**src/tla_pkg.sv**
```systemverilog
package tla_pkg;

   // ----------------------------------------------------------------
   // Register addresses
   // ----------------------------------------------------------------
   localparam logic [2:0] REG_STATUS = 3'h0;
   localparam logic [2:0] REG_CONFIG = 3'h1;
   localparam logic [2:0] REG_TEMP   = 3'h2;
   localparam logic [2:0] REG_ID     = 3'h3;
   localparam logic [2:0] REG_CRIT   = 3'h4;
   localparam logic [2:0] REG_HYST   = 3'h5;
   localparam logic [2:0] REG_UPPER  = 3'h6;
   localparam logic [2:0] REG_LOWER  = 3'h7;

   // ----------------------------------------------------------------
   // Temperature scale and defaults
   // ----------------------------------------------------------------
   localparam int LSB_PER_DEGC   = 128;
   localparam int HYST_SHIFT     = 7;
   localparam int CRIT_RST_DEGC  = 147;
   localparam int UPPER_RST_DEGC = 64;
   localparam int LOWER_RST_DEGC = 10;
   localparam int RCG_TRIP_DEGC  = 180;
   localparam int RCG_REL_DEGC   = 138;
   localparam logic [15:0] CRIT_RST  = 16'(CRIT_RST_DEGC * LSB_PER_DEGC);
   localparam logic [15:0] UPPER_RST = 16'(UPPER_RST_DEGC * LSB_PER_DEGC);
   localparam logic [15:0] LOWER_RST = 16'(LOWER_RST_DEGC * LSB_PER_DEGC);
   localparam logic [15:0] TEMP_RST  = 16'h0000;
   localparam logic [7:0]  CONFIG_RST = 8'h00;
   localparam logic [7:0]  HYST_RST   = 8'h05;
   localparam logic [7:0]  STATUS_RST = 8'h80;
   localparam logic signed [15:0] RCG_TRIP =
      16'(RCG_TRIP_DEGC * LSB_PER_DEGC);
   localparam logic signed [15:0] RCG_REL =
      16'(RCG_REL_DEGC * LSB_PER_DEGC);

   // ----------------------------------------------------------------
   // Field positions
   // ----------------------------------------------------------------
   localparam int CFG_CRIT_POL = 2;
   localparam int CFG_INT_POL  = 3;
   localparam int CFG_CMP_MODE = 4;
   localparam int CFG_OPM_LSB  = 5;
   localparam int CFG_OPM_MSB  = 6;
   localparam logic [1:0] OPM_SHUTDOWN = 2'h3;
   localparam int ST_RDY_N     = 7;
   localparam int ST_CRIT      = 6;
   localparam int ST_HIGH      = 5;
   localparam int ST_LOW       = 4;
   localparam int HYST_MSB     = 3;
   localparam int CMD_RW_BIT   = 6;
   localparam int CMD_ADDR_MSB = 5;
   localparam int CMD_ADDR_LSB = 3;
   localparam logic [7:0] CMD_ZERO_MASK = 8'h87;
   localparam logic [4:0] BYTE_LAST = 5'h07;
   localparam logic [4:0] WORD_LAST = 5'h0f;
   localparam int SIF_RESET_ONES = 32;

   // ----------------------------------------------------------------
   // Serial framing states
   // ----------------------------------------------------------------
   typedef enum logic [2:0] {
      TLA_CMD  = 3'b001,
      TLA_DATA = 3'b010,
      TLA_SKIP = 3'b100
   } tla_sif_t;

   // Registers that carry a 16-bit payload.
   function automatic logic tla_is_wide(input logic [2:0] a);
      return (a == REG_TEMP) || (a == REG_CRIT) ||
             (a == REG_UPPER) || (a == REG_LOWER);
   endfunction : tla_is_wide

endpackage : tla_pkg

```
**src/tla_ones_det.sv**
```systemverilog
`timescale 1ns/1ps
module tla_ones_det
   import tla_pkg::*;
#(
   parameter int ONES = SIF_RESET_ONES
) (
   input  wire logic clk,
   input  wire logic rst,
   input  wire logic bit_stb,
   input  wire logic bit_val,
   output logic      sif_reset
);
   localparam int CW = $clog2(ONES + 1);
   localparam logic [CW-1:0] ONES_C = CW'(ONES);
   localparam logic [CW-1:0] ONE_C  = CW'(1);

   logic [CW-1:0] cnt_r;
   logic [CW-1:0] cnt_nxt;
   logic          fire_r;
   logic          fire_nxt;

   // Count consecutive ones; fire once on reaching the threshold and
   // hold there so a long run of ones does not re-fire.
   always_comb begin
      cnt_nxt  = cnt_r;
      fire_nxt = 1'b0;
      if (bit_stb) begin
         if (!bit_val) begin
            cnt_nxt = '0;
         end else if (cnt_r != ONES_C) begin
            cnt_nxt  = cnt_r + ONE_C;
            fire_nxt = (cnt_r + ONE_C) == ONES_C; // [RQ19]
         end
      end
   end

   // State registers.
   always_ff @(posedge clk) begin
      if (rst) begin
         cnt_r  <= '0;
         fire_r <= 1'b0;
      end else begin
         cnt_r  <= cnt_nxt;
         fire_r <= fire_nxt;
      end
   end

   assign sif_reset = fire_r;
endmodule : tla_ones_det

```
**src/tla_rcg.sv**
```systemverilog
`timescale 1ns/1ps
module tla_rcg
   import tla_pkg::*;
#(
   parameter logic signed [15:0] TRIP = RCG_TRIP,
   parameter logic signed [15:0] REL  = RCG_REL
) (
   input  wire logic        clk,
   input  wire logic        rst,
   input  wire logic        conv_stb,
   input  wire logic [15:0] temp,
   output logic             hold
);
   logic hold_r;
   logic hold_nxt;

   // Fixed trip and release points; software cannot move them, which
   // is the point of a backup that survives a bad limit write.
   always_comb begin
      hold_nxt = hold_r;
      if (conv_stb) begin
         if ($signed(temp) >= TRIP) begin
            hold_nxt = 1'b1; // [RQ10]
         end else if ($signed(temp) <= REL) begin
            hold_nxt = 1'b0; // [RQ11]
         end
      end
   end

   // State register.
   always_ff @(posedge clk) begin
      if (rst) begin
         hold_r <= 1'b0;
      end else begin
         hold_r <= hold_nxt;
      end
   end

   assign hold = hold_r;
endmodule : tla_rcg

```
**src/tla_alarm_top.sv**
```systemverilog
// Notes on behaviour
// [RQ1] Alarm outputs start in interrupt mode.
// [RQ2] Limit alarm when above upper or below lower.
// [RQ3] Comparator mode releases past limit with hysteresis.
// [RQ4] Comparator mode: shutdown keeps limit alarm state.
// [RQ5] Interrupt mode: any register read clears alarm.
// [RQ6] After clear, only new conversion re-asserts.
// [RQ7] Interrupt mode: shutdown entry clears limit alarm.
// [RQ8] Critical alarm above critical limit, default 147.
// [RQ9] Backup generator owns critical output from 180.
// [RQ10] Backup generator trips at 180 degrees.
// [RQ11] Backup generator releases at 138 degrees.
// [RQ12] Continuous conversion runs from power-up.
// [RQ13] Host sends 32 ones to reset link.
// [RQ14] Identity register at 0x03 returns fixed code.
// [RQ15] Host checks registers against power-on defaults.
// [RQ16] Configuration at 0x01, temperature at 0x02.
// [RQ17] Hysteresis is four bits, 1 degree, default 5.
// [RQ18] Hysteresis lowers upper/critical, raises lower.
// [RQ19] Ones reset restores all registers to defaults.
// [RQ20] Host waits 500 us after link reset.
// [RQ21] Signed compares, once per completed conversion.
// [RQ22] Alarm output polarity is configurable.
`timescale 1ns/1ps
module tla_alarm_top
   import tla_pkg::*;
#(
   parameter logic [7:0] ID_CODE = 8'h5a  // Arbitrary identity value.
) (
   input  wire logic        clk,
   input  wire logic        rst,
   input  wire logic        sclk,
   input  wire logic        cs_n,
   input  wire logic        din,
   output logic             dout,
   output logic             dout_oe,
   input  wire logic        conv_stb,
   input  wire logic [15:0] conv_temp,
   output logic             conv_run,
   output logic [1:0]       conv_mode,
   output logic             int_o,
   output logic             int_oe,
   output logic             crit_o,
   output logic             crit_oe
);

   // ----------------------------------------------------------------
   // Serial edge detection
   // ----------------------------------------------------------------
   logic sclk_q_r;
   logic sclk_rise;
   logic sclk_fall;
   logic sif_reset;

   // Pins are already in the clock domain, so one delay flop suffices.
   always_ff @(posedge clk) begin
      if (rst) begin
         sclk_q_r <= 1'b1;
      end else begin
         sclk_q_r <= sclk;
      end
   end

   assign sclk_rise = sclk & ~sclk_q_r;
   assign sclk_fall = ~sclk & sclk_q_r;

   // Watches DIN even with chip select tied low, so a lost host can
   // always recover the link.
   tla_ones_det #(
      .ONES      (SIF_RESET_ONES)
   ) u_ones (
      .clk       (clk),
      .rst       (rst),
      .bit_stb   (sclk_rise),
      .bit_val   (din),
      .sif_reset (sif_reset)
   );

   // ----------------------------------------------------------------
   // Serial framing
   // ----------------------------------------------------------------
   tla_sif_t    state_r;
   tla_sif_t    state_nxt;
   logic [4:0]  cnt_r;
   logic [4:0]  cnt_nxt;
   logic [15:0] shin_r;
   logic [15:0] shin_nxt;
   logic [7:0]  cmd_r;
   logic [7:0]  cmd_nxt;
   logic [15:0] shout_r;
   logic [15:0] shout_nxt;
   logic        dout_r;
   logic        dout_nxt;
   logic        dout_oe_r;
   logic        dout_oe_nxt;
   logic        wr_stb;
   logic        rd_done;
   logic [15:0] rd_word;
   logic [2:0]  cmd_addr;
   logic [7:0]  new_cmd;

   assign cmd_addr = cmd_r[CMD_ADDR_MSB:CMD_ADDR_LSB];
   assign new_cmd  = {shin_r[6:0], din};

   // One command byte, then 8 or 16 data bits.  A malformed command
   // parks the framer until chip select rises or the link is reset.
   always_comb begin
      state_nxt   = state_r;
      cnt_nxt     = cnt_r;
      shin_nxt    = shin_r;
      cmd_nxt     = cmd_r;
      shout_nxt   = shout_r;
      dout_nxt    = dout_r;
      dout_oe_nxt = dout_oe_r;
      wr_stb      = 1'b0;
      rd_done     = 1'b0;
      if (sif_reset || cs_n) begin
         state_nxt   = TLA_CMD;
         cnt_nxt     = '0;
         dout_oe_nxt = 1'b0;
      end else begin
         if (sclk_fall && state_r == TLA_DATA && cmd_r[CMD_RW_BIT]) begin
            dout_nxt    = shout_r[15];
            shout_nxt   = {shout_r[14:0], 1'b0};
            dout_oe_nxt = 1'b1;
         end
         if (sclk_rise) begin
            shin_nxt = {shin_r[14:0], din};
            cnt_nxt  = cnt_r + 5'h01;
            unique case (state_r)
               TLA_CMD: begin
                  if (cnt_r == BYTE_LAST) begin
                     cmd_nxt = new_cmd;
                     cnt_nxt = '0;
                     if ((new_cmd & CMD_ZERO_MASK) == 8'h00) begin
                        state_nxt = TLA_DATA;
                        shout_nxt = rd_word;
                     end else begin
                        state_nxt = TLA_SKIP;
                     end
                  end
               end
               TLA_DATA: begin
                  if (cnt_r == (tla_is_wide(cmd_addr) ? WORD_LAST
                                                      : BYTE_LAST)) begin
                     state_nxt = TLA_CMD;
                     cnt_nxt   = '0;
                     wr_stb    = ~cmd_r[CMD_RW_BIT];
                     rd_done   = cmd_r[CMD_RW_BIT];
                  end
               end
               TLA_SKIP: begin
                  cnt_nxt = '0;
               end
            endcase
         end
      end
   end

   // Framing registers.
   always_ff @(posedge clk) begin
      if (rst) begin
         state_r   <= TLA_CMD;
         cnt_r     <= '0;
         shin_r    <= '0;
         cmd_r     <= '0;
         shout_r   <= '0;
         dout_r    <= 1'b0;
         dout_oe_r <= 1'b0;
      end else begin
         state_r   <= state_nxt;
         cnt_r     <= cnt_nxt;
         shin_r    <= shin_nxt;
         cmd_r     <= cmd_nxt;
         shout_r   <= shout_nxt;
         dout_r    <= dout_nxt;
         dout_oe_r <= dout_oe_nxt;
      end
   end

   // ----------------------------------------------------------------
   // Register file
   // ----------------------------------------------------------------
   logic [7:0]  config_r;
   logic [7:0]  config_nxt;
   logic [7:0]  hyst_r;
   logic [7:0]  hyst_nxt;
   logic [15:0] crit_lim_r;
   logic [15:0] crit_lim_nxt;
   logic [15:0] upper_r;
   logic [15:0] upper_nxt;
   logic [15:0] lower_r;
   logic [15:0] lower_nxt;
   logic [15:0] temp_r;
   logic [15:0] temp_nxt;
   logic        rdy_n_r;
   logic        rdy_n_nxt;
   logic [7:0]  status;
   logic        shutdown;
   logic        conv_acc;
   logic        shut_entry;
   logic        hi_act_r;
   logic        lo_act_r;
   logic        crit_act_r;
   logic [15:0] wr_data;

   assign wr_data  = {shin_r[14:0], din};
   assign shutdown = config_r[CFG_OPM_MSB:CFG_OPM_LSB] == OPM_SHUTDOWN;
   assign conv_acc = conv_stb & ~shutdown;
   assign shut_entry = wr_stb && cmd_addr == REG_CONFIG && !shutdown &&
      wr_data[CFG_OPM_MSB:CFG_OPM_LSB] == OPM_SHUTDOWN;

   // Status shows the not-ready flag and the live alarm states.
   always_comb begin
      status           = '0;
      status[ST_RDY_N] = rdy_n_r;
      status[ST_CRIT]  = crit_act_r;
      status[ST_HIGH]  = hi_act_r;
      status[ST_LOW]   = lo_act_r;
   end

   // Read data, left aligned so 8-bit registers shift out first.
   always_comb begin
      unique case (new_cmd[CMD_ADDR_MSB:CMD_ADDR_LSB])
         REG_STATUS: rd_word = {status, 8'h00};
         REG_CONFIG: rd_word = {config_r, 8'h00};
         REG_TEMP:   rd_word = temp_r;
         REG_ID:     rd_word = {ID_CODE, 8'h00}; // [RQ14]
         REG_CRIT:   rd_word = crit_lim_r;
         REG_HYST:   rd_word = {hyst_r, 8'h00};
         REG_UPPER:  rd_word = upper_r;
         REG_LOWER:  rd_word = lower_r;
      endcase
   end

   // Writes, conversions and the link reset.  A conversion landing in
   // the same cycle as a temperature read keeps the ready flag set.
   always_comb begin
      config_nxt   = config_r;
      hyst_nxt     = hyst_r;
      crit_lim_nxt = crit_lim_r;
      upper_nxt    = upper_r;
      lower_nxt    = lower_r;
      temp_nxt     = temp_r;
      rdy_n_nxt    = rdy_n_r;
      if (sif_reset) begin
         config_nxt   = CONFIG_RST; // [RQ19]
         hyst_nxt     = HYST_RST;
         crit_lim_nxt = CRIT_RST;
         upper_nxt    = UPPER_RST;
         lower_nxt    = LOWER_RST;
         temp_nxt     = TEMP_RST;
         rdy_n_nxt    = STATUS_RST[ST_RDY_N];
      end else begin
         if (wr_stb) begin
            unique case (cmd_addr)
               REG_CONFIG: config_nxt   = wr_data[7:0]; // [RQ16]
               REG_HYST:   hyst_nxt     = wr_data[7:0]; // [RQ17]
               REG_CRIT:   crit_lim_nxt = wr_data;
               REG_UPPER:  upper_nxt    = wr_data;
               REG_LOWER:  lower_nxt    = wr_data;
               default:    ;
            endcase
         end
         if (rd_done && cmd_addr == REG_TEMP) begin
            rdy_n_nxt = 1'b1;
         end
         if (conv_acc) begin
            temp_nxt  = conv_temp; // [RQ16]
            rdy_n_nxt = 1'b0;
         end
      end
   end

   // Register file storage.
   always_ff @(posedge clk) begin
      if (rst) begin
         config_r   <= CONFIG_RST; // [RQ1] [RQ12]
         hyst_r     <= HYST_RST;
         crit_lim_r <= CRIT_RST; // [RQ8]
         upper_r    <= UPPER_RST;
         lower_r    <= LOWER_RST;
         temp_r     <= TEMP_RST;
         rdy_n_r    <= STATUS_RST[ST_RDY_N];
      end else begin
         config_r   <= config_nxt;
         hyst_r     <= hyst_nxt;
         crit_lim_r <= crit_lim_nxt;
         upper_r    <= upper_nxt;
         lower_r    <= lower_nxt;
         temp_r     <= temp_nxt;
         rdy_n_r    <= rdy_n_nxt;
      end
   end

   // ----------------------------------------------------------------
   // Limit comparison
   // ----------------------------------------------------------------
   logic signed [16:0] t17;
   logic signed [16:0] hy17;
   logic signed [16:0] up17;
   logic signed [16:0] lo17;
   logic signed [16:0] cr17;
   logic               over_hi;
   logic               under_lo;
   logic               over_cr;
   logic               rel_hi;
   logic               rel_lo;
   logic               rel_cr;
   logic               hi_act_nxt;
   logic               lo_act_nxt;
   logic               crit_act_nxt;
   logic               cmp_mode;
   logic               rcg_hold;

   // One extra bit keeps limit plus or minus hysteresis from wrapping.
   assign t17  = {conv_temp[15], conv_temp}; // [RQ21]
   assign up17 = {upper_r[15], upper_r};
   assign lo17 = {lower_r[15], lower_r};
   assign cr17 = {crit_lim_r[15], crit_lim_r};
   assign hy17 = signed'(17'(hyst_r[HYST_MSB:0]) << HYST_SHIFT);
   assign over_hi  = t17 > up17; // [RQ2]
   assign under_lo = t17 < lo17; // [RQ2]
   assign over_cr  = t17 > cr17; // [RQ8]
   assign rel_hi   = t17 < (up17 - hy17); // [RQ18]
   assign rel_lo   = t17 > (lo17 + hy17); // [RQ18]
   assign rel_cr   = t17 < (cr17 - hy17); // [RQ18]
   assign cmp_mode = config_r[CFG_CMP_MODE];

   // Clears come first so that an event in the same cycle wins.
   always_comb begin
      hi_act_nxt   = hi_act_r;
      lo_act_nxt   = lo_act_r;
      crit_act_nxt = crit_act_r;
      if (sif_reset) begin
         hi_act_nxt   = 1'b0;
         lo_act_nxt   = 1'b0;
         crit_act_nxt = 1'b0;
      end else begin
         if (!cmp_mode && (rd_done || shut_entry)) begin
            hi_act_nxt   = 1'b0; // [RQ5] [RQ7]
            lo_act_nxt   = 1'b0;
            crit_act_nxt = 1'b0;
         end
         // Shutdown stops conversions, so comparator state just holds.
         if (conv_acc) begin // [RQ4] [RQ21]
            if (cmp_mode) begin
               hi_act_nxt   = over_hi  | (hi_act_r   & ~rel_hi); // [RQ3]
               lo_act_nxt   = under_lo | (lo_act_r   & ~rel_lo); // [RQ3]
               crit_act_nxt = over_cr  | (crit_act_r & ~rel_cr);
            end else begin
               hi_act_nxt   = hi_act_nxt   | over_hi; // [RQ6]
               lo_act_nxt   = lo_act_nxt   | under_lo; // [RQ6]
               crit_act_nxt = crit_act_nxt | over_cr;
            end
         end
      end
   end

   // Alarm state registers.
   always_ff @(posedge clk) begin
      if (rst) begin
         hi_act_r   <= 1'b0;
         lo_act_r   <= 1'b0;
         crit_act_r <= 1'b0;
      end else begin
         hi_act_r   <= hi_act_nxt;
         lo_act_r   <= lo_act_nxt;
         crit_act_r <= crit_act_nxt;
      end
   end

   // Backup critical path sees every conversion taken outside shutdown.
   tla_rcg #(
      .TRIP     (RCG_TRIP),
      .REL      (RCG_REL)
   ) u_rcg (
      .clk      (clk),
      .rst      (rst),
      .conv_stb (conv_acc),
      .temp     (conv_temp),
      .hold     (rcg_hold)
   );

   // ----------------------------------------------------------------
   // Output pins
   // ----------------------------------------------------------------
   logic int_oe_r;
   logic int_oe_nxt;
   logic crit_oe_r;
   logic crit_oe_nxt;
   logic run_r;
   logic run_nxt;
   logic [1:0] mode_r;
   logic [1:0] mode_nxt;

   // Open drain: polarity 0 pulls low while active, 1 pulls low while
   // inactive, so the pull-up shows the active level.
   always_comb begin
      int_oe_nxt  = config_r[CFG_INT_POL] ^ (hi_act_r | lo_act_r); // [RQ22]
      crit_oe_nxt = config_r[CFG_CRIT_POL] ^ (crit_act_r | rcg_hold); // [RQ9]
      run_nxt     = ~shutdown; // [RQ12]
      mode_nxt    = config_r[CFG_OPM_MSB:CFG_OPM_LSB];
   end

   // Output registers.
   always_ff @(posedge clk) begin
      if (rst) begin
         int_oe_r  <= 1'b0;
         crit_oe_r <= 1'b0;
         run_r     <= 1'b1;
         mode_r    <= CONFIG_RST[CFG_OPM_MSB:CFG_OPM_LSB];
      end else begin
         int_oe_r  <= int_oe_nxt;
         crit_oe_r <= crit_oe_nxt;
         run_r     <= run_nxt;
         mode_r    <= mode_nxt;
      end
   end

   assign dout      = dout_r;
   assign dout_oe   = dout_oe_r;
   assign int_o     = 1'b0;
   assign int_oe    = int_oe_r;
   assign crit_o    = 1'b0;
   assign crit_oe   = crit_oe_r;
   assign conv_run  = run_r;
   assign conv_mode = mode_r;

endmodule : tla_alarm_top

```
**config.mk**
```make
export PLATFORM = sky130hd
export DESIGN_NAME = tla_alarm_top
export DESIGN_NICKNAME = d
export VERILOG_FILES = /design/src/tla_pkg.sv /design/src/tla_ones_det.sv /design/src/tla_rcg.sv /design/src/tla_alarm_top.sv
export SDC_FILE = /design/constraint.sdc
export NUM_CORES = 1
export LEC_CHECK = 0
export BUFFER_PORTS_ARGS = -buffer_cell sky130_fd_sc_hd__buf_4
export CELL_PAD_IN_SITES_DETAIL_PLACEMENT = 0
export CELL_PAD_IN_SITES_GLOBAL_PLACEMENT = 1
export CORE_MARGIN = 5
export CORE_UTILIZATION = 30
export CTS_CLUSTER_DIAMETER = 50
export DETAILED_ROUTE_END_ITERATION = 10
export PLACE_DENSITY_LB_ADDON = 0.1
export SLEW_MARGIN = 25
export SYNTH_ARGS = -nofsm -noshare
export SYNTH_HDL_FRONTEND = slang
export SYNTH_SLANG_ARGS = --single-unit
```
**constraint.sdc**
```tcl
create_clock -name clk -period 3.4 [get_ports clk]
set_clock_uncertainty 0.15 [all_clocks]
set_input_delay 0.34 -clock clk [delete_from_list [all_inputs] [get_ports clk]]
set_output_delay 0.34 -clock clk [all_outputs]
set_load 0.01 [all_outputs]
```
**Yosys cells after proc, flatten, opt, wreduce, memory -nomap -nowiden**

Cells that the tools add are included.

- Register bits: 146
- Input bits: 22
- Output and inout port bits: 9
- Word-level logic and storage cells: 163

- Add/sub/neg operators: 5
- Order comparisons: 8
- Equality and inequality tests: 25
- Multiplexer cells: 40
- Bitwise operators: 27
- Reductions and logical operators: 33

Operator list:

| operator | count |
|---|---|
| $pmux 16 s8 | 1 |
| $mux 16 | 5 |
| $lt 16x17->1 | 2 |
| $sub 16x12->17 | 2 |
| $gt 16x16->1 | 2 |
| $eq 3x3->1 const B | 9 |
| $mux 1 | 24 |
| $reduce_and 2->1 | 9 |
| $add 16x12->17 | 1 |
| $gt 16x17->1 | 1 |
| $ge 16x16->1 const B | 1 |
| $le 16x16->1 const B | 1 |
| $lt 16x16->1 | 1 |
| $pmux 5 s3 | 1 |
| $eq 3x2->1 const B | 4 |
| $mux 6 | 2 |
| $not 1->1 | 11 |
| $mux 5 | 2 |
| $eq 3x1->1 const B | 3 |
| $mux 3 | 3 |
| $logic_not 8->1 | 1 |
| $or 1x1->1 | 8 |
| $reduce_and 4->1 | 2 |
| $logic_and 1x1->1 | 7 |
| 19 further kinds | 35 |

**Longest topological paths before layout**

Gate-level depths: netlist of run 1.

- Depth after elaboration: 20
- Gate-level depth with buffers: 16
- Mapped depth without buffers: 16

**By module**

Synthesis of run 1 repeated with hierarchy kept, for this count alone.

- Cells, all modules: 1,113
- Area total of the unflattened synthesis: 8,953.6 sq um

Modules (own cells, without submodules):

| module | times used | cells an instance | area each (sq um) |
|---|---|---|---|
| tla_alarm_top | 1 | 1,049 | 8,428.1 |
| tla_ones_det | 1 | 48 | 407.9 |
| tla_rcg | 1 | 16 | 117.6 |

**Least setup slack after synthesis of run 1**

No wires, ideal clock.

- Kind: flip-flop to flip-flop
- From: reg hyst_r[1]
- To: reg hi_act_r
- Library setup time: 127 ps
- Arrival: 2,714 ps
- Required time: 3,123 ps
- Setup slack: 408 ps
- Stages on the path, launching flop included: 14
- Path buffers: 0
- Cell sequence: dfxtp_1 > inv_1 > ha_1 > a21o_1 > a21o_1 > a211oi_1 > nand3_1 > xnor2_1 > ha_1 > a21o_1 > a31oi_1 > o2111ai_1 > a31oi_1 > o22ai_1

- Cells in the longest elaborated chain, start to end: 7

Ends and longest elaborated chain:

| element | line | source |
|---|---|---|
| start: declaration | tla_alarm_top.sv:186 | `logic [7:0] hyst_r;` |
| start signal: assignment | tla_alarm_top.sv:287 | `hyst_r <= hyst_nxt;` |
| $sub 16x12->17 | tla_alarm_top.sv:325 | `assign rel_hi = t17 < (up17 - hy17);` |
| $lt 16x17->1 | tla_alarm_top.sv:325 |  |
| $not 1->1 | tla_alarm_top.sv:348 | `hi_act_nxt = over_hi \| (hi_act_r & ~rel_hi);` |
| $and 1x1->1 | tla_alarm_top.sv:348 |  |
| $or 1x1->1 | tla_alarm_top.sv:348 |  |
| $mux 1 | tla_alarm_top.sv:347 | `if (cmp_mode) begin` |
| $mux 1 | tla_alarm_top.sv:346 | `if (conv_acc) begin` |
| end signal: assignment | tla_alarm_top.sv:367 | `hi_act_r <= hi_act_nxt;` |
| end: declaration | tla_alarm_top.sv:202 | `logic hi_act_r;` |

No other way between the ends.
A chain may end at the register's enable or synchronous reset.

**Worst setup path after layout of run 1**

- From: reg hyst_r[1]
- To: reg crit_act_r

- Cells in the longest elaborated chain, start to end: 7

Ends and longest elaborated chain:

| element | line | source |
|---|---|---|
| $sub 16x12->17 | tla_alarm_top.sv:327 | `assign rel_cr = t17 < (cr17 - hy17);` |
| $lt 16x17->1 | tla_alarm_top.sv:327 |  |
| $not 1->1 | tla_alarm_top.sv:350 | `crit_act_nxt = over_cr \| (crit_act_r & ~rel_cr);` |
| $and 1x1->1 | tla_alarm_top.sv:350 |  |
| $or 1x1->1 | tla_alarm_top.sv:350 |  |
| $mux 1 | tla_alarm_top.sv:347 |  |
| $mux 1 | tla_alarm_top.sv:346 |  |
| end signal: assignment | tla_alarm_top.sv:369 | `crit_act_r <= crit_act_nxt;` |
| end: declaration | tla_alarm_top.sv:204 | `logic crit_act_r;` |

No other way between the ends.

==> results of run 1 <==
==> registers in the layout, indices dropped and copies added, names as in the netlist, 2 cells and up <==
signal,flops
upper_r,16
crit_lim_r,16
temp_r,16
u_ones.cnt_r,6
state_r,3
shin_r,15
hyst_r,8
cmd_r,4
conv_mode,2
config_r,8
shout_r,16
lower_r,16
cnt_r,5
==> cell families after synthesis <==
kind of cell	Yosys count	share of synthesized area [%]
xor+xnor	24	2.36
mux	39	5.12
buf+inv	134	6.16
simple gates	404	20.7
other cells	1	0.0421
flops	143	32.1
fa+ha+maj	96	13.7
compound gates	279	19.7
==> worst min-delay path by stage <==
stage                            start                 endpoint  slack, ns  cells past startpoint
2_1_floorplan  temp_r[13]$_SDFFE_PP0P_  temp_r[13]$_SDFFE_PP0P_       0.28                      2
3_3_place_gp    temp_r[0]$_SDFFE_PP0P_   temp_r[0]$_SDFFE_PP0P_       0.29                      2
3_5_place_dp   temp_r[15]$_SDFFE_PP0P_  temp_r[15]$_SDFFE_PP0P_       0.30                      2
4_1_cts                   conv_temp[6]   temp_r[6]$_SDFFE_PP0P_       0.03                      3
5_1_grt                   conv_temp[4]   temp_r[4]$_SDFFE_PP0P_       0.05                      3
6_report                  conv_temp[2]   temp_r[2]$_SDFFE_PP0P_       0.05                      3
==> through the flow <==
step           cell area [um2]  power, mW  std cells  utilization [%]  hold WS, ns
6_report                 10300       4.11       1554             35.0       0.0538
5_1_grt                  10300       4.28       1554             35.0       0.0507
4_1_cts                  10300       4.16       1554             35.0       0.0266
3_5_place_dp              9660       2.06       1521             32.8        0.299
3_3_place_gp              9660       2.07       1521             32.8        0.295
2_1_floorplan             8920       1.92       1121                -        0.283
==> placed cells by master, fill, tap and decap left out, types with 11 or more instances in the layout <==
| cell type | instances |
|---|---|
| nand2_1 | 211 |
| dfxtp_1 | 142 |
| a21oi_1 | 116 |
| ha_1 | 93 |
| inv_1 | 76 |
| nor2_1 | 74 |
| buf_4 | 68 |
| o21ai_0 | 36 |
| mux2i_1 | 22 |
| a22oi_1 | 21 |
| xnor2_1 | 18 |
| a21o_1 | 18 |
| nand3_1 | 18 |
| nor2b_1 | 17 |
| clkbuf_16 | 17 |
| nand4_1 | 16 |
| a211oi_1 | 15 |
| nor3_1 | 13 |
| mux2_2 | 13 |
| o211ai_1 | 11 |
==> timing repair <==
action | in CTS | in global routing
hold buffers | 1 | 0
endpoints found under the hold margin | 1 | 0
endpoints found under the setup margin | 0 | 1
resized for setup | 0 | 1
==> cell usage after synthesis, drive strengths merged (19+ instances only) <==
cell      n
inv      76
o21ai    36
clkbuf   39
a21oi   123
nand2   211
dfxtp   143
buf      19
a22oi    21
ha       93
nor2     74
mux2i    22
==> metal layers <==
metal | track usage [%] | up-vias | routed length (um)
li1 | - | 4005 | -
met1 | 28.6 | 3795 | 16400
met2 | 30.5 | 131 | 14600
met3 | 2.53 | 32 | 998
met4 | 5.43 | 0 | 592
met5 | 0 | - | 0
==> power by group through the flow <==
| stage | sequential, mW | combinational (mW) | clock (mW) |
|---|---|---|---|
| floorplan | 1.74 | 0.176 | 0 |
| global placement | 1.75 | 0.320 | 0 |
| detailed placement | 1.75 | 0.318 | 0 |
| CTS | 1.71 | 0.320 | 2.14 |
| global route | 1.71 | 0.352 | 2.21 |
| finish | 1.71 | 0.318 | 2.08 |
==> worst max-delay path: cells and delay by family, from the launching register on <==
kind	cells	cell delay, ns
AOI/OAI and AO/OA	7	1.34
xor gates and xnor gates	1	0.14
adders and majority gates	2	0.61
buffers and inverters	1	0.17
DFF	1	0.39
and+or+nand+nor	2	0.23
==> area by class of cell <==
| cell class | count | area, um2 | area share, % |
|---|---|---|---|
| Inverter | 76 | 285 | 2.77 |
| Sequential cell | 143 | 2860 | 27.8 |
| Clock buffer | 20 | 457 | 4.43 |
| Multi-Input combinational cell | 844 | 5520 | 53.5 |
| Clock inverter | 12 | 179 | 1.73 |
| Tap cell | 390 | 488 | 4.73 |
| Timing Repair Buffer | 69 | 520 | 5.05 |
==> impl_metrics.ini, run 1 <==
[global_routing]
grtUsageTotal_pct = 19.7
grt_overflow = 0
grt_pass1_wl_um = 49500
antenna_found_initial = 0
grt_max_degree = 30
first_global_vias = 7730

[drt]
vias_per_cell = 5.12
drtIter0Drc = 481
wl_per_cell_um = 21.0
drc = 0
drtPass1Iterations = 5
route.vias.total = 7963
wirelength_um = 32600
ant_nets = 0

[layout]
drive_gt1_share_pct = 11.9
syn2layout_area_growth_pct = 15.7
fill_cells = 3171
n_antenna_cell = 0
nNetsFinal = 1269

[cts]
cts.clk_slew.worst_paths_ns = 0.07
cts.sinks = 143
clock_latency_ns = 0.44
cts_root_buf = clkbuf_16
cts_setup_buffers = 0
cts_tree = done
cts_buffers = 17
htree_num_levels = 4
cts.path.max_buffers = 2

[power]
power_switching_mw = 1.03
vdd_drop_max_v = 0.000305
clkPwrFrac_pct = 50.7
leakage_nw = 3.96
swShare_pct = 25.0
pwr-share-comb_pct = 7.7
intPower_mw = 3.08
power.density_nw_per_um2 = 398
p_seq_share_pct = 41.6

[job]
drv_cap = 0

[sta]
setup_viol = 0
setup-tns-final_ns = 0
min_period_ns = 3.14
period_share_pct = 92.4
slew_viol_final = 0
hold_viol_final = 0
worst_pin_slew_ns = 0.662
worst_slack_ns = 0.257
relSlewSlack_pct = 54.7
rsz0062_at_grt = false
fmax_mhz = 318

[setup_path]
start_kind = register
required_ns = 3.57
end_kind = register
r2r-start = hyst_r[1]$_SDFFE_PP0P_
cp.arrival_ns = 3.32
crit_path_frequent_cell = a21o_1
crit_path_max_fanout = 5
r2r_cells = 13
critPathSlowestCell = dfxtp_1
rr_endpoint = crit_act_r$_SDFF_PP0_
crit_path_end = crit_act_r$_SDFF_PP0_
cp_cell_sequence = inv_1 -> ha_1 -> a21o_1 -> a21o_1 -> a211oi_1 -> nand3_1 -> xnor2_1 -> ha_1 -> a21o_1 -> a21oi_1 -> nand3_1 -> a211oi_1 -> o2bb2ai_1
startpoint = hyst_r[1]$_SDFFE_PP0P_
slowest_delay_ns = 0.39
crit_type = reg2reg
reg2reg_slack_ns = 0.26

[synthesis]
yosys.area.top_type = dfxtp_1
synth_edf_count = 0
ys_seq_area_share_pct = 32.1
synth_cell_type_count = 69
synth_ff_type = dfxtp_1
synth.area.top_cells = dfxtp_1, ha_1, nand2_1, a21oi_1, inv_1
synth-seq-cells = 143
synth_area_um2 = 8910
synth-warning-count = 0
synth-async-reset-ratio_pct = 0
netlist_instances = 1120
yosysTopAreaCellShare_pct = 32.1
avgSynthCellArea_um2 = 7.96

[floorplan]
dieArea_um2 = 33300
die_y_um = 182
core_um2 = 29500
pin_count = 31
fp.dieW_um = 182
rows = 63
initial_core_util_pct = 30.2

[place]
gp_congestion = 0.870
dpl.hpwl_um = 24500
place_ws_ns = 0.265
io_buffer_count = 28

[hold_path]
hp-class = in2reg

[run_status]
outcome = complete, no violations
Note: power is estimated with default switching activity, not from simulation.
==> run 2: changes to the inputs <==
Settings changed: BUFFER_PORTS_ARGS -buffer_cell sky130_fd_sc_hd__buf_4 to not set, DONT_BUFFER_PORTS set to 1.
==> impl_metrics.ini, run 2 (synthesis results as in run 1) <==
[run_status]
outcome = complete, no violations

[drt]
vias_per_cell = 5.22
drc = 0
wl_per_cell_um = 21.9
drtIter0Drc = 686
ant_nets = 0
route.vias.total = 8019
wirelength_um = 33600
drtPass1Iterations = 5

[floorplan]
initial_core_util_pct = 30.2
pin_count = 31
die_y_um = 182
fp.dieW_um = 182
core_um2 = 29500
dieArea_um2 = 33300
rows = 63

[sta]
fmax_mhz = 323
slew_viol_final = 0
rsz0062_at_grt = false
min_period_ns = 3.10
relSlewSlack_pct = 24.9
period_share_pct = 91.1
setup_viol = 0
setup-tns-final_ns = 0
holdWs_ns = 0.0380
hold_viol_final = 0
worst_pin_slew_ns = 1.12

[cts]
cts.clk_slew.worst_paths_ns = 0.08
cts_root_buf = clkbuf_16
cts_buffers = 17
cts_tree = done
cts_setup_buffers = 0
cts.path.max_buffers = 2
htree_num_levels = 4
cts.sinks = 143
clock_latency_ns = 0.44

[layout]
multi_input_area_um2 = 5530
fill_cells = 3152
nNetsFinal = 1252
drive_gt1_share_pct = 9.15
ff_latch_area_um2 = 2860
fin_util_pct = 34.8
layout_common_cells = nand2_1, dfxtp_1, a21oi_1
syn2layout_area_growth_pct = 14.9
n_antenna_cell = 0
layout_commonest_cell = nand2_1

[place]
dpl.hpwl_um = 24100
gp_congestion = 0.875
io_buffer_count = 0

[setup_path]
crit_type = reg2reg
cp.arrival_ns = 3.27
r2r_cells = 13
startpoint = hyst_r[1]$_SDFFE_PP0P_
crit_path_max_fanout = 5
end_kind = register
start_kind = register
r2r-start = hyst_r[1]$_SDFFE_PP0P_
required_ns = 3.57
rr_endpoint = hi_act_r$_SDFF_PP0_
reg2reg_slack_ns = 0.30
crit_path_end = hi_act_r$_SDFF_PP0_

[power]
leakage_nw = 3.87
vdd_drop_max_v = 0.000303
power.density_nw_per_um2 = 393
power_mw = 4.03

[job]
drv_cap = 0

[global_routing]
grt_overflow = 0
grt_pass1_wl_um = 50300
first_global_vias = 7762
antenna_found_initial = 3
grtUsageTotal_pct = 20.2
grt_max_degree = 52

[hold_path]
hp-class = in2reg
==> run 2: worst min path at each step <==
stage                     cells past startpoint                 endpoint                     from
final                                         3  u_rcg.hold$_SDFFE_PP0P_            conv_temp[14]
after global routing                          3  u_rcg.hold$_SDFFE_PP0P_            conv_temp[14]
after CTS                                     3  u_rcg.hold$_SDFFE_PP0P_            conv_temp[14]
after detailed placement                      1  shin_r[14]$_SDFFE_PP0P_                      rst
after global placement                        1   shin_r[4]$_SDFFE_PP0P_                      rst
after floorplan                               2  temp_r[13]$_SDFFE_PP0P_  temp_r[13]$_SDFFE_PP0P_
==> run 2: per-stage QoR <==
step	cell area, um2	instances	worst slack [ns]
2_1_floorplan	8920	1121	0.408
3_3_place_gp	9400	1486	0.293
4_1_cts	10200	1537	0.210
5_1_grt	10200	1537	0.0317
6_report	10200	1537	0.304
3_5_place_dp	9400	1486	0.242
==> run 2: what timing repair did <==
item                                    in CTS  in global routing
endpoints found under the setup margin       0                  2
hold buffers                                19                  0
resized for setup                            0                  2
hold endpoints to repair                    71                  0
==> run 2: metal layers <==
layer  vias to the layer above  part of all wire [%]  global-route usage, %
met3                        42                   4.6                   3.37
met4                         0                   2.5                   6.21
met2                       193                    44                   31.1
met1                      3809                    49                   28.9
met5                         -                     0                      0
li1                       3975                     -                      -
==> run 2: report_power, final <==
part	total (mW)	switching, mW	internal, mW
Combinational	0.280	0.172	0.109
Clock	2.04	0.787	1.25
Sequential	1.71	0.0161	1.69
==> run 2: worst max-delay path: stages, from the launching register on <==
cell and delay (ns):
dfxtp_1 0.38, inv_1 0.16, ha_1 0.33, a21o_1 0.18, a21o_1 0.20, a211oi_2 0.28, nand3_1 0.12, xnor2_1 0.14
ha_1 0.30, a21o_1 0.18, a31oi_1 0.16, o2111ai_1 0.12, a31oi_1 0.17, o22ai_1 0.10
==> run 2: layout make-up <==
cell class | instances | area share, %
clock buffers | 19 | 4.32
flip-flops and latches | 143 | 28.0
well taps | 390 | 4.76
multi-input cells | 844 | 53.9
repair buffers | 52 | 4.44
clock inverters | 13 | 1.81
inverters | 76 | 2.78
